**config.mk**
```make
export PLATFORM = sky130hd
export DESIGN_NAME = sps_port
export DESIGN_NICKNAME = d
export VERILOG_FILES = /design/src/inc/sps_pkg.sv /design/src/verilog/sps_rate_div.sv /design/src/verilog/sps_port.sv
export SDC_FILE = /design/constraint.sdc
export NUM_CORES = 1
export LEC_CHECK = 0
export BUFFER_PORTS_ARGS = -buffer_cell sky130_fd_sc_hd__buf_4
export CAP_MARGIN = 20
export CORE_MARGIN = 2
export CORE_UTILIZATION = 46
export DETAILED_ROUTE_END_ITERATION = 10
export PLACE_DENSITY_LB_ADDON = 0.3
export SLEW_MARGIN = 20
export SYNTH_ARGS = -nofsm -noshare
export SYNTH_HDL_FRONTEND = slang
export SYNTH_SLANG_ARGS = --single-unit
```
**constraint.sdc**
```tcl
create_clock -name core_clk -period 2.67 [get_ports core_clk]
set_input_delay 0.267 -clock core_clk [delete_from_list [all_inputs] [get_ports core_clk]]
set_output_delay 0.267 -clock core_clk [all_outputs]
set_load 0.1 [all_outputs]
```
**src/inc/sps_pkg.sv**
```systemverilog
// constants, state codes and bit helpers shared by the serial peripheral port
`default_nettype none
package sps_pkg;
	// ------------------------------------------------------------
	// register map (byte addresses on the register port)
	// ------------------------------------------------------------
	localparam logic [7:0] STAT_ADDR = 8'hE1;
	localparam logic [7:0] CTL_ADDR  = 8'hE2;
	localparam logic [7:0] DATA_ADDR = 8'hE3;
	localparam logic [7:0] CTL_RST   = 8'h04;
	localparam logic [7:0] DATA_RST  = 8'h00;

	// control fields
	localparam int CTL_SELECT_IGNORE    = 7;
	localparam int CTL_EN      = 6;
	localparam int CTL_ORDER   = 5;
	localparam int CTL_MASTER_SELECT    = 4;
	localparam int CTL_CLOCK_POLARITY    = 3;
	localparam int CTL_CLOCK_PHASE    = 2;
	localparam int CTL_RATE_HI = 1;
	localparam int CTL_RATE_LO = 0;
	localparam logic [7:0] MASTER_SELECT_MASK = 8'h10;

	// status fields
	localparam int STAT_DONE = 7;
	localparam int STAT_WRITE_COLLISION_FLAG = 6;

	// ------------------------------------------------------------
	// timing
	// ------------------------------------------------------------
	localparam int CORE_CLK_HZ     = 40_000_000;
	localparam int MAX_BIT_RATE_HZ = 3_000_000;
	localparam int MIN_CYC_PER_BIT = CORE_CLK_HZ / MAX_BIT_RATE_HZ;
	localparam int DIV_CODE0 = 4;
	localparam int DIV_CODE1 = 16;
	localparam int DIV_CODE2 = 64;
	localparam int DIV_CODE3 = 128;
	localparam logic [6:0] HALF_CODE0 = 7'(DIV_CODE0 / 2);
	localparam logic [6:0] HALF_CODE1 = 7'(DIV_CODE1 / 2);
	localparam logic [6:0] HALF_CODE2 = 7'(DIV_CODE2 / 2);
	localparam logic [6:0] HALF_CODE3 = 7'(DIV_CODE3 / 2);
	localparam logic [4:0] EDGES_PER_BYTE = 5'h10;

	typedef enum logic [1:0] {
		ST_IDLE   = 2'b00,
		ST_MASTER = 2'b01,
		ST_SLAVE  = 2'b10
	} sps_state_e;

	// ------------------------------------------------------------
	// helpers
	// ------------------------------------------------------------
	function automatic logic [6:0] half_count(input logic [1:0] code);
		case (code)
			2'b00:   half_count = HALF_CODE0;
			2'b01:   half_count = HALF_CODE1;
			2'b10:   half_count = HALF_CODE2;
			default: half_count = HALF_CODE3;
		endcase
	endfunction : half_count

	function automatic logic head_bit(input logic [7:0] sh, input logic lsb_first);
		head_bit = lsb_first ? sh[0] : sh[7];
	endfunction : head_bit

	function automatic logic [7:0] shift_in(input logic [7:0] sh, input logic b,
			input logic lsb_first);
		shift_in = lsb_first ? {b, sh[7:1]} : {sh[6:0], b};
	endfunction : shift_in
endpackage : sps_pkg
`default_nettype wire

```
**src/verilog/sps_rate_div.sv**
```systemverilog
// half-period tick generator for the master serial clock
`timescale 1ns/1ps
`default_nettype none
module sps_rate_div (
	input  wire logic       core_clk,  // core clock
	input  wire logic       reset,     // synchronous reset, high
	input  wire logic       clk_en,    // freezes state while low
	input  wire logic       run,       // count while high
	input  wire logic [1:0] rate_code, // divide select
	output logic            tick       // one-cycle pulse per half period
);
	logic [6:0] cnt_ff;
	logic       tick_ff;
	wire  [6:0] load_val = sps_pkg::half_count(rate_code) - 7'h01;
	wire        at_zero  = (cnt_ff == 7'h00);
	wire  [6:0] nxt_cnt  = (!run || at_zero) ? load_val : cnt_ff - 7'h01;

	always_ff @(posedge core_clk) begin
		if (reset) begin
			cnt_ff  <= 7'h00;
			tick_ff <= 1'b0;
		end else if (clk_en) begin
			cnt_ff  <= nxt_cnt;
			tick_ff <= run && at_zero;
		end
	end

	assign tick = tick_ff;
endmodule : sps_rate_div
`default_nettype wire

```
**src/verilog/sps_port.sv**
```systemverilog
// serial peripheral port: master/slave shifter, control and status registers
//
// Strobed register access was decided locally.
`timescale 1ns/1ps
`default_nettype none
module sps_port (
	input  wire logic       core_clk,             // core clock
	input  wire logic       reset,                // synchronous reset, high
	input  wire logic       clk_en,               // freezes state while low
	input  wire logic [7:0] reg_addr,             // register address
	input  wire logic [7:0] reg_wdata,            // register write data
	input  wire logic       reg_write,            // write strobe
	input  wire logic       reg_read,             // read strobe
	output logic      [7:0] reg_rdata,            // read data, cycle after strobe
	input  wire logic       serial_clock_pin_lvl, // serial clock pin level
	output logic            serial_clock_pin_drv, // serial clock drive value
	output logic            serial_clock_pin_oe,  // serial clock drive enable
	input  wire logic       mosi_lvl,             // MOSI pin level
	output logic            mosi_drv,             // MOSI drive value
	output logic            mosi_oe,              // MOSI drive enable
	input  wire logic       miso_lvl,             // MISO pin level
	output logic            miso_drv,             // MISO drive value
	output logic            miso_oe,              // MISO drive enable
	input  wire logic       slave_select_n,       // slave select pin, low active
	input  wire logic       select_pin_mode_one,  // select pin mode bit one
	input  wire logic       select_pin_mode_two,  // select pin mode bit two
	output logic            pins_owned,           // serial pins taken from port use
	output logic            select_pin_owned      // select pin taken from port use
);
	// ------------------------------------------------------------
	// state
	// ------------------------------------------------------------
	sps_pkg::sps_state_e state_ff, nxt_state;
	logic [7:0] ctl_ff;
	logic       done_ff;
	logic       write_collision_flag_ff;
	logic [7:0] shreg_ff, nxt_shreg;
	logic [7:0] rx_ff;
	logic       samp_ff, nxt_samp;
	logic       out_ff, nxt_out;
	logic       sclk_ff, nxt_sclk;
	logic [4:0] edge_cnt_ff, nxt_cnt;
	logic       sclk_d_ff;
	logic       sclk_oe_ff, mosi_oe_ff, miso_oe_ff;
	logic       pins_ff, sel_pin_ff;
	logic [7:0] rdata_ff;
	logic       xfer_done;
	logic       tick;

	// ------------------------------------------------------------
	// decode
	// ------------------------------------------------------------
	wire en        = ctl_ff[sps_pkg::CTL_EN];
	wire select_ignore      = ctl_ff[sps_pkg::CTL_SELECT_IGNORE];
	wire master_select      = ctl_ff[sps_pkg::CTL_MASTER_SELECT];
	wire clock_polarity      = ctl_ff[sps_pkg::CTL_CLOCK_POLARITY];
	wire clock_phase      = ctl_ff[sps_pkg::CTL_CLOCK_PHASE];
	wire lsb_first = ctl_ff[sps_pkg::CTL_ORDER];
	wire [1:0] rate = {ctl_ff[sps_pkg::CTL_RATE_HI], ctl_ff[sps_pkg::CTL_RATE_LO]};

	// select pin counts as an output only in push-pull mode
	wire sel_out    = select_pin_mode_two && !select_pin_mode_one;
	wire ss_low     = !slave_select_n;
	wire ss_ignored = !en || select_ignore || (master_select && sel_out);
	wire mode_fault = en && master_select && !ss_ignored && ss_low;
	wire is_master  = en && master_select && !mode_fault;
	wire slave_sel  = en && !master_select && (select_ignore || ss_low);

	wire wr_ctl  = reg_write && (reg_addr == sps_pkg::CTL_ADDR);
	wire wr_stat = reg_write && (reg_addr == sps_pkg::STAT_ADDR);
	wire wr_data = reg_write && (reg_addr == sps_pkg::DATA_ADDR);

	wire busy    = (state_ff != sps_pkg::ST_IDLE);
	wire start_m = wr_data && is_master && !busy;
	wire collide = wr_data && busy;

	// edges: master from the divider, slave from the sampled pin
	wire m_edge  = tick && (state_ff == sps_pkg::ST_MASTER);
	// sampling the pin every core cycle keeps up with any half period of one
	// cycle or more, far beyond the rated serial speed
	wire s_edge  = (state_ff == sps_pkg::ST_SLAVE) && (serial_clock_pin_lvl != sclk_d_ff);
	wire any_edge = m_edge || s_edge;
	wire leading = (state_ff == sps_pkg::ST_MASTER) ? (sclk_ff == clock_polarity)
		: (serial_clock_pin_lvl != clock_polarity);
	wire din     = (state_ff == sps_pkg::ST_MASTER) ? miso_lvl : mosi_lvl;
	wire last_edge = any_edge && (edge_cnt_ff == sps_pkg::EDGES_PER_BYTE - 5'h01);

	wire [7:0] ctl_wr_val = wr_ctl ? reg_wdata : ctl_ff;
	wire [7:0] nxt_ctl    = mode_fault ? (ctl_wr_val & ~sps_pkg::MASTER_SELECT_MASK) : ctl_wr_val;
	// a hardware set wins over a write-one clear in the same cycle
	wire nxt_done = xfer_done || mode_fault
		|| (done_ff && !(wr_stat && reg_wdata[sps_pkg::STAT_DONE]));
	wire nxt_write_collision_flag = collide
		|| (write_collision_flag_ff && !(wr_stat && reg_wdata[sps_pkg::STAT_WRITE_COLLISION_FLAG]));

	wire [7:0] rd_mux =
		(reg_addr == sps_pkg::STAT_ADDR) ? {done_ff, write_collision_flag_ff, 6'h00} :
		(reg_addr == sps_pkg::CTL_ADDR)  ? ctl_ff :
		(reg_addr == sps_pkg::DATA_ADDR) ? rx_ff : 8'h00;

	wire nxt_master_oe = is_master && (select_ignore || nxt_state == sps_pkg::ST_MASTER);

	// ------------------------------------------------------------
	// shifter sequencing
	// ------------------------------------------------------------
	always_comb begin
		nxt_state = state_ff;
		nxt_shreg = shreg_ff;
		nxt_samp  = samp_ff;
		nxt_out   = out_ff;
		nxt_sclk  = sclk_ff;
		nxt_cnt   = edge_cnt_ff;
		xfer_done = 1'b0;
		case (state_ff)
			sps_pkg::ST_IDLE: begin
				// follow a polarity write at once so the idle pin never lags it
				nxt_sclk = nxt_ctl[sps_pkg::CTL_CLOCK_POLARITY];
				nxt_cnt  = 5'h00;
				nxt_out  = sps_pkg::head_bit(shreg_ff, lsb_first);
				if (wr_data) begin
					nxt_shreg = reg_wdata;
					nxt_out   = sps_pkg::head_bit(reg_wdata, lsb_first);
				end
				if (start_m) begin
					nxt_state = sps_pkg::ST_MASTER;
				end else if (slave_sel) begin
					nxt_state = sps_pkg::ST_SLAVE;
				end
			end
			sps_pkg::ST_MASTER, sps_pkg::ST_SLAVE: begin
				if (m_edge) begin
					nxt_sclk = !sclk_ff;
				end
				if (any_edge) begin
					nxt_cnt = edge_cnt_ff + 5'h01;
					if (clock_phase) begin
						if (leading) begin
							nxt_out = sps_pkg::head_bit(shreg_ff, lsb_first);
						end else begin
							nxt_shreg = sps_pkg::shift_in(shreg_ff, din, lsb_first);
						end
					end else begin
						if (leading) begin
							nxt_samp = din;
						end else begin
							nxt_shreg = sps_pkg::shift_in(shreg_ff, samp_ff, lsb_first);
							nxt_out   = sps_pkg::head_bit(nxt_shreg, lsb_first);
						end
					end
				end
				if (last_edge) begin
					xfer_done = 1'b1;
					nxt_state = sps_pkg::ST_IDLE;
				end
				// a slave that loses its select mid-byte abandons the byte
				if (!en || mode_fault
					|| (state_ff == sps_pkg::ST_SLAVE && !slave_sel)) begin
					xfer_done = 1'b0;
					nxt_state = sps_pkg::ST_IDLE;
				end
			end
			default: begin
				nxt_state = sps_pkg::ST_IDLE;
			end
		endcase
	end

	sps_rate_div sps_rate_div_i (
		.core_clk  (core_clk),
		.reset     (reset),
		.clk_en    (clk_en),
		.run       (state_ff == sps_pkg::ST_MASTER),
		.rate_code (rate),
		.tick      (tick)
	);

	// ------------------------------------------------------------
	// registers
	// ------------------------------------------------------------
	always_ff @(posedge core_clk) begin
		if (reset) begin
			ctl_ff  <= sps_pkg::CTL_RST;
			done_ff <= 1'b0;
			write_collision_flag_ff <= 1'b0;
		end else if (clk_en) begin
			ctl_ff  <= nxt_ctl;
			done_ff <= nxt_done;
			write_collision_flag_ff <= nxt_write_collision_flag;
		end
	end

	always_ff @(posedge core_clk) begin
		if (reset) begin
			state_ff    <= sps_pkg::ST_IDLE;
			shreg_ff    <= sps_pkg::DATA_RST;
			rx_ff       <= sps_pkg::DATA_RST;
			samp_ff     <= 1'b0;
			out_ff      <= 1'b0;
			sclk_ff     <= 1'b0;
			edge_cnt_ff <= 5'h00;
			sclk_d_ff   <= 1'b0;
		end else if (clk_en) begin
			state_ff    <= nxt_state;
			shreg_ff    <= nxt_shreg;
			rx_ff       <= xfer_done ? nxt_shreg : rx_ff;
			samp_ff     <= nxt_samp;
			out_ff      <= nxt_out;
			sclk_ff     <= nxt_sclk;
			edge_cnt_ff <= nxt_cnt;
			sclk_d_ff   <= serial_clock_pin_lvl;
		end
	end

	always_ff @(posedge core_clk) begin
		if (reset) begin
			sclk_oe_ff <= 1'b0;
			mosi_oe_ff <= 1'b0;
			miso_oe_ff <= 1'b0;
			pins_ff    <= 1'b0;
			sel_pin_ff <= 1'b0;
			rdata_ff   <= 8'h00;
		end else if (clk_en) begin
			sclk_oe_ff <= nxt_master_oe;
			mosi_oe_ff <= nxt_master_oe;
			miso_oe_ff <= slave_sel && !mode_fault;
			pins_ff    <= en;
			sel_pin_ff <= en && !select_ignore;
			rdata_ff   <= reg_read ? rd_mux : 8'h00;
		end
	end

	assign reg_rdata            = rdata_ff;
	assign serial_clock_pin_drv = sclk_ff;
	assign serial_clock_pin_oe  = sclk_oe_ff;
	assign mosi_drv             = out_ff;
	assign mosi_oe              = mosi_oe_ff;
	assign miso_drv             = out_ff;
	assign miso_oe              = miso_oe_ff;
	assign pins_owned           = pins_ff;
	assign select_pin_owned     = sel_pin_ff;

	// ------------------------------------------------------------
	// checks
	// ------------------------------------------------------------
	logic [4:0] m_toggles_ff;
	always_ff @(posedge core_clk) begin
		if (reset || start_m) begin
			m_toggles_ff <= 5'h00;
		end else if (clk_en && state_ff == sps_pkg::ST_MASTER && nxt_sclk != sclk_ff) begin
			m_toggles_ff <= m_toggles_ff + 5'h01;
		end
	end
endmodule : sps_port
`default_nettype wire

```
=== Word level (Yosys, flattened, before mapping) ===
Index checks and enable logic that the tools add are counted.

* Flip-flop bits (word level): 57

* Add/subtract/negate cells: 3
* Equality and inequality tests: 16
* Multiplexer cells: 39
* Bitwise gates (word level): 1
* Reductions and logical operators: 63

{| class="wikitable"
|+ Operator list
! kind !! number
|-
| $mux W8 || 12
|-
| $logic_and A1 B1 Y1 || 26
|-
| $eq A8 B8 Y1 const B || 3
|-
| $pmux W7 S3 || 1
|-
| $pmux W8 S2 || 1
|-
| $mux W1 || 14
|-
| $sub A7 B1 Y7 const B || 2
|-
| $logic_not A1 Y1 || 13
|-
| $logic_or A1 B1 Y1 || 11
|-
| $mux W5 || 2
|-
| $pmux W5 S2 || 1
|-
| $reduce_and A5 Y1 || 2
|-
| $mux W2 || 4
|-
| $logic_not A7 Y1 || 1
|-
| $mux W7 || 1
|-
| $eq A2 B1 Y1 const B || 3
|-
| $ne A3 B3 Y1 const B || 2
|-
| $reduce_and A3 Y1 || 2
|-
| $reduce_bool A2 Y1 || 3
|-
| $add A5 B1 Y5 const B || 1
|-
| $eq A5 B4 Y1 const B || 1
|-
| $eq A2 B2 Y1 const B || 2
|-
| $logic_not A2 Y1 || 2
|-
| $ne A2 B2 Y1 const B || 2
|-
| 7 further kinds || 10
|}

=== Depth between registers and ports, before layout ===
Gate-level depths: netlist (run 1).

* Depth in word-level cells: 16
* Depth in mapped cells: 10

=== Modules after synthesis ===
Synthesis (run 1) repeated with hierarchy kept, for this count alone.

* Cells, all modules: 424
* Area total of the unflattened synthesis: 3611.0 um2

{| class="wikitable"
|+ By module, submodules not included
! module !! instances !! cells an instance !! area an instance (um2)
|-
| sps_port || 1 || 348 || 3062.9
|-
| sps_rate_div || 1 || 76 || 548.0
|}

=== Worst setup path after synthesis (run 1) ===
No wires, ideal clock.

* Path type: flip-flop to flip-flop
* From: register sclk_ff (netlist: serial_clock_pin_drv)
* To: register shreg_ff[3]
* Library setup time: 0.070 ns
* Data arrival time: 2.219 ns
* Data required time: 2.600 ns
* Setup slack: 0.381 ns
* Stages on the path, launching flop included: 7
* Buffers on the path: 1
* Period minus slack after synthesis: 2.289 ns
* Cell sequence: dfxtp_1 > and2_1 > nor3_1 > nor4_2 > buf_2 > a22oi_1 > o2bb2ai_1

* Word-level cells in the longest chain between the ends: 6

{| class="wikitable"
|+ Ends and longest elaborated chain
! what !! RTL line !! source
|-
| from (decl) || sps_port.sv:41 || <nowiki>logic sclk_ff, nxt_sclk;</nowiki>
|-
| from (signal assigned) || sps_port.sv:208 || <nowiki>sclk_ff <= nxt_sclk;</nowiki>
|-
| $eq A1 B1 Y1 * || sps_port.sv:83 || <nowiki>wire leading = (state_ff == sps_pkg::ST_MASTER) ? (sclk_ff == clock_polarity)</nowiki>
|-
| $mux W1 * || sps_port.sv:83 ||
|-
| $mux W8, on equally long branches || sps_port.sv:143, sps_port.sv:137 ||
|-
| $mux W8 * || sps_port.sv:136 || <nowiki>if (clock_phase) begin</nowiki>
|-
| $mux W8 * || sps_port.sv:134 || <nowiki>if (any_edge) begin</nowiki>
|-
| $pmux W8 S2 * || sps_port.sv:114 || <nowiki>case (state_ff)</nowiki>
|-
| to (signal assigned) || sps_port.sv:195 || <nowiki>shreg_ff <= sps_pkg::DATA_RST;</nowiki>
|-
| to (signal assigned) || sps_port.sv:204 || <nowiki>shreg_ff <= nxt_shreg;</nowiki>
|-
| to (decl) || sps_port.sv:37 || <nowiki>logic [7:0] shreg_ff, nxt_shreg;</nowiki>
|}

Mark *: on every way between the ends. The rest lies on a longest branch, timed or not.
A chain may end at the register's enable or synchronous reset.

=== Final worst setup path (run 1) ===
* From: register state_ff[1]
* To: register rx_ff[1]

* Word-level cells in the longest chain between the ends: 8

{| class="wikitable"
|+ Ends and longest elaborated chain
! what !! RTL line !! source
|-
| from (decl) || sps_port.sv:33 || <nowiki>sps_pkg::sps_state_e state_ff, nxt_state;</nowiki>
|-
| from (signal assigned) || sps_port.sv:194 || <nowiki>state_ff <= sps_pkg::ST_IDLE;</nowiki>
|-
| from (signal assigned) || sps_port.sv:203 || <nowiki>state_ff <= nxt_state;</nowiki>
|-
| $eq A2 B1 Y1 or $eq A2 B2 Y1 (tied branches) || - ||
|-
| $logic_and A1 B1 Y1, on equally long branches || sps_port.sv:78, sps_port.sv:81 ||
|-
| $logic_or A1 B1 Y1 || sps_port.sv:82 || <nowiki>wire any_edge = m_edge || s_edge;</nowiki>
|-
| $logic_and A1 B1 Y1 || sps_port.sv:86 || <nowiki>wire last_edge = any_edge && (edge_cnt_ff == sps_pkg::EDGES_PER_BYTE - 5'h01);</nowiki>
|-
| $mux W1 || sps_port.sv:151 || <nowiki>if (last_edge) begin</nowiki>
|-
| $mux W1 || sps_port.sv:156 || <nowiki>if (!en || mode_fault</nowiki>
|-
| $mux W1 || sps_port.sv:114 ||
|-
| $reduce_and A2 Y1 (no source line) || - ||
|-
| to (signal assigned) || sps_port.sv:196 || <nowiki>rx_ff <= sps_pkg::DATA_RST;</nowiki>
|-
| to (signal assigned) || sps_port.sv:205 || <nowiki>rx_ff <= xfer_done ? nxt_shreg : rx_ff;</nowiki>
|-
| to (decl) || sps_port.sv:38 || <nowiki>logic [7:0] rx_ff;</nowiki>
|}

Several ways; a longest one is shown, not always the timed one.

==> results of run 1 <==
[cell type report]
type | count | area, sq um
Clock inverter | 6 | 105
Timing Repair Buffer | 48 | 360
Clock buffer | 10 | 138
Fill cell | 654 | 3020
Multi-Input combinational cell | 277 | 1930
Inverter | 26 | 97.6
Tap cell | 96 | 120
Sequential cell | 57 | 1140
[per-layer routing]
metal | wire (microns) | up-vias
met5 | 0 | -
met4 | 182 | 0
met3 | 512 | 15
met2 | 3800 | 149
met1 | 4010 | 1449
li1 | - | 1502
[state kept, by name, summed over array words and instances (netlist names), 2 cells and up]
register and cells:
ctl_ff 8, reg_rdata 8, rx_ff 8, shreg_ff 8
sps_rate_div_i.cnt_ff 7, edge_cnt_ff 5, state_ff 2
[cell families after synthesis]
logic type / Yosys count
buffers and inverters: 51
DFF: 57
muxes: 26
and+or+nand+nor: 112
xor gates and xnor gates: 3
adders and majority gates: 7
AOI/OAI and AO/OA: 129
[power groups by stage]
stage	clock network, W	registers [W]	logic, W
5_1_grt	0.00104	0.000860	0.000156
2_1_floorplan	0	0.000889	0.0000783
6_report	0.000995	0.000860	0.000145
3_3_place_gp	0	0.000879	0.000144
4_1_cts	0.00101	0.000860	0.000144
3_5_place_dp	0	0.000879	0.000144
[metrics by stage]
stage	area (sq um)	std cells	utilization (%)	setup WS, ns
detailed placement	3650	504	52.8	0.306
finish	3890	520	56.3	0.227
CTS	3890	520	56.3	0.271
floorplan	3320	385	-	0.381
global placement	3650	504	52.8	0.411
global route	3890	520	56.3	0.129
[worst paths after layout]
kind                                   end  slack (ns)  cells past startpoint         start
worst max-delay path              rx_ff[1]        0.23                      7   state_ff[1]
worst min-delay path             ctl_ff[2]        0.20                      3  reg_wdata[2]
worst max register to register    rx_ff[1]        0.23                      7   state_ff[1]
worst min register to register  pins_owned        0.46                      2    pins_owned
[layout by cell type (no fill, tap or decap), drive strengths merged, types with 3 or more instances in the layout]
cell,Yosys,layout
mux2,5,5
or3,5,5
and2,4,4
a211oi,3,3
clkbuf,17,10
o21a,3,3
a22o,3,3
nor2,33,33
o31ai,3,3
nand2,32,32
o2bb2ai,8,8
a22oi,9,9
dfxtp,57,57
nor2b,5,5
nor4,3,3
a2bb2oi,7,7
mux2i,19,19
a21oi,20,20
nand3,8,8
o21ai,31,31
a221oi,10,10
inv,25,25
a311oi,3,3
o22ai,8,8
bufinv,0,3
nand4,6,6
nor3,8,8
buf,8,48
ha,7,7
clkinv,1,4
[worst max-delay path, cell delays in order, from the launching register on]
cell,delay (ns)
sky130_fd_sc_hd__dfxtp_1,0.36
sky130_fd_sc_hd__inv_1,0.09
sky130_fd_sc_hd__ha_1,0.39
sky130_fd_sc_hd__nand2_1,0.13
sky130_fd_sc_hd__a21boi_2,0.22
sky130_fd_sc_hd__a2111o_1,0.51
sky130_fd_sc_hd__a311o_2,0.48
sky130_fd_sc_hd__o22ai_1,0.18
==> results.txt, run 1 <==
----------------------------------------------------
[Synth]
  Share of synthesized flip-flops with an asynchronous set or reset ... 0%
  Unique masters post-synth ... 65
  Post-Syn Instances ... 385
  Proportion of synthesized area in mux cells ... 8.77%
  Post-synthesis compound-gate area fraction ... 27.7%
  Post-synthesis adder-cell area fraction ... 2.64%
  Xor and xnor area share after synthesis ... 1.20%
  Count of yosys warnings during synthesis ... 0
  Number of flops mapped to enable cells by yosys ... 0
  Avg Synthesized Cell Area ... 8.63 sq um
  Seq cells post-synth ... 57
  Simple-gate portion of the synthesized area ... 17.7%
  Net count of the mapped netlist ... 419
  Main combinational cell family by area after synthesis ... compound AO/OA/AOI/OAI gates
  Sequential-to-total area share from yosys stat ... 34.3%
  Cell with the most instances after synthesis ... sky130_fd_sc_hd__dfxtp_1
  Area fraction of the dominant cell type after synthesis ... 34.3%
  Cell type with the highest aggregate area in the netlist ... sky130_fd_sc_hd__dfxtp_1
  Area contributors post-synth ... sky130_fd_sc_hd__dfxtp_1 34%, sky130_fd_sc_hd__mux2i_1 5.7%, sky130_fd_sc_hd__o21ai_0 4.5%
  Combined area of all synthesized cells ... 3320 sq um
  Post-synth top cells ... 57 x sky130_fd_sc_hd__dfxtp_1, 33 x sky130_fd_sc_hd__nor2_1, 31 x sky130_fd_sc_hd__nand2_1
  Most used flip-flop cell after synthesis ... sky130_fd_sc_hd__dfxtp_1

[Floorplanning]
  Chip Height ... 89.0 microns
  Initial cell density of the core ... 48.1%
  Core ar. ... 6910 sq um
  X dimension of the die ... 89.0 microns
  Floorplan die area ... 7920 sq um
  # IOs ... 43
  Row Count ... 30

[Power and ir drop]
  Switching share of power ... 22.7%
  Logic gate share of total power ... 7.3%
  Power density over the cells ... 514 nW/um^2
  Internal Dissipation ... 0.00155 W
  Seq pwr share ... 43.0%
  Switching Power ... 0.000454 W
  Power share of the clock group ... 49.8%
  Maximum vdd drop ... 264 uV
  Cell leakage power ... 1.45 nW
  Post-route total power ... 0.00200 W

[STA]
  Worst slew slack as a fraction of its limit ... 60.0%
  Worst clock skew ... 0.00735 ns
  Max Clock Freq ... 409 MHz
  Time the worst path needs with I/O delays and setup ... 2.44 ns
  Worst-Margin Slew ... 0.596 ns
  Fin crit share ... 91.5%
  Final number of setup-violating endpoints ... 0
  Final hold viol count ... 0
  Setup repair after global routing missed its margin ... no
  Final total negative setup slack ... 0 ns
  Final hold slack ... 0.203 ns
  Pins over their slew limit ... 0

[Routing]
  DRC violations left ... 0
  Pre-antenna DRT Iters ... 5
  Via count ... 3115
  Routed WL ... 8500 microns
  Per-cell routed wire length ... 16.3 microns
  Starting DRT DRC Count ... 321
  Vias per std cell ... 5.99
  Detail Route Antenna Nets ... 0

[CTS]
  Setup Buffers After CTS ... 0
  Deepest level of the CTS H-tree ... 3
  Number of clock buffers inserted by TritonCTS ... 9
  Buffer type at the clock tree root ... sky130_fd_sc_hd__clkbuf_8
  Maximum buffer depth of the clock tree ... 2
  CTS hold repair buffers ... 0
  Latest clock arrival within the worst-skew pair ... 0.34 ns
  Clock transition at path regs ... 0.07 ns
  TritonCTS Sinks ... 57
  TritonCTS clock tree ... yes
  Resized cells post-CTS ... 0

[Placed design]
  Buffers on Ports ... 42
  Routability congestion estimate ... 0.906
  Sum of net half-perimeters after detailed placement ... 6090 microns

[Critical path]
  Data required time of the worst path ... 2.93 ns
  Endpoint type of the worst setup path ... register
  Data arrival at the endpoint of the critical path ... 2.70 ns
  Largest fanout on the critical path ... 9
  Category of the worst setup path launch point ... register
  Worst setup path category ... register to register

[Hold path]
  Min-Delay Path Class ... primary input to register

[Global routing]
  Tot GR Track Use ... 22.4%
  Global routing usage on met3 ... 3.23%
  GR peak layer ... met2
  Antenna violations before repair ... 0
  Via count of the first global-routing pass ... 2761
  Overflow left after global routing ... 0
  Global-route wire length before repair ... 13600 microns
  M1 GR Usage ... 31.4%
  Met2 demand-to-capacity share in global routing ... 33.4%
  Pin count of the biggest net entering global routing ... 38

[Final layout]
  Total Nets Final ... 453
  Total inserted antenna cells ... 0
  Layout cells sized above 1 ... 21.0%
  Synth-to-layout area growth ... 17.1%

[Run]
  Max-cap violation count ... 0

[Status]
  Run status ... finished clean

----------------------------------------------------
Note: power is estimated with default switching activity, not from simulation.
==> inputs of run 2 (changes only) <==
--- a/config.mk
+++ b/config.mk
@@ -7,8 +7,9 @@
 export LEC_CHECK = 0
 export BUFFER_PORTS_ARGS = -buffer_cell sky130_fd_sc_hd__buf_4
 export CAP_MARGIN = 20
-export CORE_MARGIN = 2
-export CORE_UTILIZATION = 46
+export CELL_PAD_IN_SITES_DETAIL_PLACEMENT = 1
+export CELL_PAD_IN_SITES_GLOBAL_PLACEMENT = 2
+export CORE_UTILIZATION = 35
 export DETAILED_ROUTE_END_ITERATION = 10
 export PLACE_DENSITY_LB_ADDON = 0.3
 export SLEW_MARGIN = 20
==> constraint.sdc (replaced) <==
create_clock -name core_clk -period 2.67 [get_ports core_clk]
set_input_delay 0.534 -clock core_clk [delete_from_list [all_inputs] [get_ports core_clk]]
set_output_delay 0.534 -clock core_clk [all_outputs]
set_load 0.1 [all_outputs]
==> results.txt, run 2 (synthesis results as in run 1) <==
----------------------------------------------------
[Critical path]
  Gate family responsible for the most delay along the worst path ... compound AO/OA/AOI/OAI gates (unchanged)
  Data required time of the worst path ... 2.90 ns (was 2.93 ns)
  Endpoint type of the worst setup path ... register (unchanged)
  Slowest cell on the critical path ... sky130_fd_sc_hd__dfxtp_1 (was sky130_fd_sc_hd__a2111o_1)
  Largest fanout on the critical path ... 8 (was 9)
  Data arrival at the endpoint of the critical path ... 2.58 ns (was 2.70 ns)
  Critical Path Max Stage Delay ... 0.41 ns (was 0.51 ns)
  Worst setup path category ... register to register (unchanged)
  CP Cell Sequence ... inv_1 -> ha_1 -> and2_1 -> o21a_1 -> o31ai_1 -> a41oi_2 -> o2bb2ai_1 (was inv_1 -> ha_1 -> nand2_1 -> a21boi_2 -> a2111o_1 -> a311o_2 -> o22ai_1)
  Category of the worst setup path launch point ... register (unchanged)
  Buffer and inverter count on the worst path ... 1 (unchanged)

[STA]
  Worst-Margin Slew ... 0.540 ns (was 0.596 ns)
  Max Clock Freq ... 425 MHz (was 409 MHz)
  Worst slew slack as a fraction of its limit ... 63.5% (was 60.0%)
  Worst clock skew ... 0.00891 ns (was 0.00735 ns)
  Final number of setup-violating endpoints ... 0 (unchanged)
  Final hold slack ... 0.442 ns (was 0.203 ns)
  Time the worst path needs with I/O delays and setup ... 2.35 ns (was 2.44 ns)
  Pins over their slew limit ... 0 (unchanged)
  Final total negative setup slack ... 0 ns (unchanged)
  Fin crit share ... 88.2% (was 91.5%)
  Final hold viol count ... 0 (unchanged)
  Crit path setup slack, layout ... 0.315 ns (was 0.227 ns)
  Setup repair after global routing missed its margin ... no (unchanged)

[Routing]
  Routed metal-1 wirelength ... 4790 microns (was 4010 microns)
  Detail Route Antenna Nets ... 0 (unchanged)
  Routed WL ... 9760 microns (was 8500 microns)
  Top routing layer in use ... met4 (unchanged)
  Wire length on met3 ... 355 microns (was 512 microns)
  Vias per std cell ... 5.47 (was 5.99)
  DRC violations left ... 0 (unchanged)
  Amount of wire on met2 after detailed routing ... 4520 microns (was 3800 microns)
  Per-cell routed wire length ... 17.5 microns (was 16.3 microns)
  Via count ... 3056 (was 3115)
  Starting DRT DRC Count ... 82 (was 321)
  Pre-antenna DRT Iters ... 5 (unchanged)

[Global routing]
  Global-route wire length before repair ... 16200 microns (was 13600 microns)
  Via count of the first global-routing pass ... 3137 (was 2761)
  Overflow left after global routing ... 0 (unchanged)
  Pin count of the biggest net entering global routing ... 31 (was 38)
  Antenna violations before repair ... 0 (unchanged)
  Tot GR Track Use ... 20.9% (was 22.4%)

[CTS]
  Latest clock arrival within the worst-skew pair ... 0.35 ns (was 0.34 ns)
  Resized cells post-CTS ... 0 (unchanged)
  TritonCTS clock tree ... yes (unchanged)
  Setup Buffers After CTS ... 0 (unchanged)
  Buffer type at the clock tree root ... sky130_fd_sc_hd__clkbuf_8 (unchanged)
  Maximum buffer depth of the clock tree ... 2 (unchanged)
  Deepest level of the CTS H-tree ... 3 (unchanged)
  Clock transition at path regs ... 0.07 ns (about the same)
  TritonCTS Sinks ... 57 (unchanged)
  Number of clock buffers inserted by TritonCTS ... 9 (unchanged)
  CTS hold repair buffers ... 0 (unchanged)

[Placed design]
  Routability congestion estimate ... 0.825 (was 0.906)
  Cell count after placement ... 543 (was 504)
  Post-placement cell area ... 3730 sq um (was 3650 sq um)
  Buffers on Ports ... 42 (unchanged)
  Sum of net half-perimeters after detailed placement ... 7220 microns (was 6090 microns)
  Post-placement worst setup slack ... 0.142 ns (was 0.306 ns)

[Final layout]
  Layout cells sized above 1 ... 21.9% (was 21.0%)
  Non-Filler Instances ... 559 (was 520)
  Post-layout instance area ... 3940 sq um (was 3890 sq um)
  Most common cell after layout, fill and taps aside ... sky130_fd_sc_hd__dfxtp_1 (unchanged)
  Top library cells by usage in the layout, fill and taps aside ... 57 x sky130_fd_sc_hd__dfxtp_1, 54 x sky130_fd_sc_hd__buf_4, 33 x sky130_fd_sc_hd__nor2_1 (was 57 x sky130_fd_sc_hd__dfxtp_1, 48 x sky130_fd_sc_hd__buf_4, 33 x sky130_fd_sc_hd__nor2_1)
  Total Nets Final ... 459 (was 453)
  Total inserted antenna cells ... 0 (unchanged)
  Synth-to-layout area growth ... 18.6% (was 17.1%)

[Power and ir drop]
  Maximum vdd drop ... 206 uV (was 264 uV)
  Cell leakage power ... 1.46 nW (was 1.45 nW)
  Power density over the cells ... 476 nW/um^2 (was 514 nW/um^2)

[Floorplanning]
  Row Count ... 35 (was 30)
  Core ar. ... 9240 sq um (was 6910 sq um)
  Chip Height ... 99.4 microns (was 89.0 microns)
  Floorplan die area ... 9890 sq um (was 7920 sq um)
  # IOs ... 43 (unchanged)
  X dimension of the die ... 99.4 microns (was 89.0 microns)
  Initial cell density of the core ... 36.0% (was 48.1%)

[Run]
  Max-cap violation count ... 0 (unchanged)

[Hold path]
  Min-Delay Path Class ... primary input to register (unchanged)

[Status]
  Run status ... finished clean (unchanged)

----------------------------------------------------
==> run 2: final cells by class <==
type                    instances  area [sq um]
flip-flops and latches         57          1140
multi-input cells             277          1930
well taps                     129           161
fillers                      1122          5300
clock buffers                  12           155
inverters                      26          97.6
clock inverters                 4          51.3
repair buffers                 54           405
==> run 2: report_power, final <==
| group | internal, W | switching, W |
|---|---|---|
| clock network | 0.000482 | 0.000381 |
| registers | 0.000855 | 0.00000456 |
| logic | 0.0000550 | 0.0000968 |
==> run 2: final timing paths <==
kind                      from     endpoint  slack [ns]  cells past startpoint
hold reg to reg     pins_owned   pins_owned        0.46                      2
setup / recovery   state_ff[1]  shreg_ff[4]        0.32                      7
setup reg to reg   state_ff[1]  shreg_ff[4]        0.32                      7
hold / removal    reg_wdata[5]    ctl_ff[5]        0.44                      3
==> run 2: layer usage <==
layer | vias to the layer above | GRT usage, %
met3 | 8 | 3.09
met2 | 61 | 33.1
li1 | 1510 | -
met4 | 0 | 7.13
met5 | - | 0
met1 | 1477 | 29.0
==> run 2: per-stage QoR <==
step / total power (W) / utilization (%)
floorplan: 0.000967 / -
global placement: 0.00103 / 40.4
detailed placement: 0.00103 / 40.4
CTS: 0.00190 / 42.6
global route: 0.00195 / 42.6
finish: 0.00188 / 42.6
==> run 2: worst reg2reg max path, cell delays in order (launching register included) <==
cell                        delay [ns]
sky130_fd_sc_hd__dfxtp_1          0.41
sky130_fd_sc_hd__inv_1            0.10
sky130_fd_sc_hd__ha_1             0.32
sky130_fd_sc_hd__and2_1           0.25
sky130_fd_sc_hd__o21a_1           0.21
sky130_fd_sc_hd__o31ai_1          0.40
sky130_fd_sc_hd__a41oi_2          0.33
sky130_fd_sc_hd__o2bb2ai_1        0.22
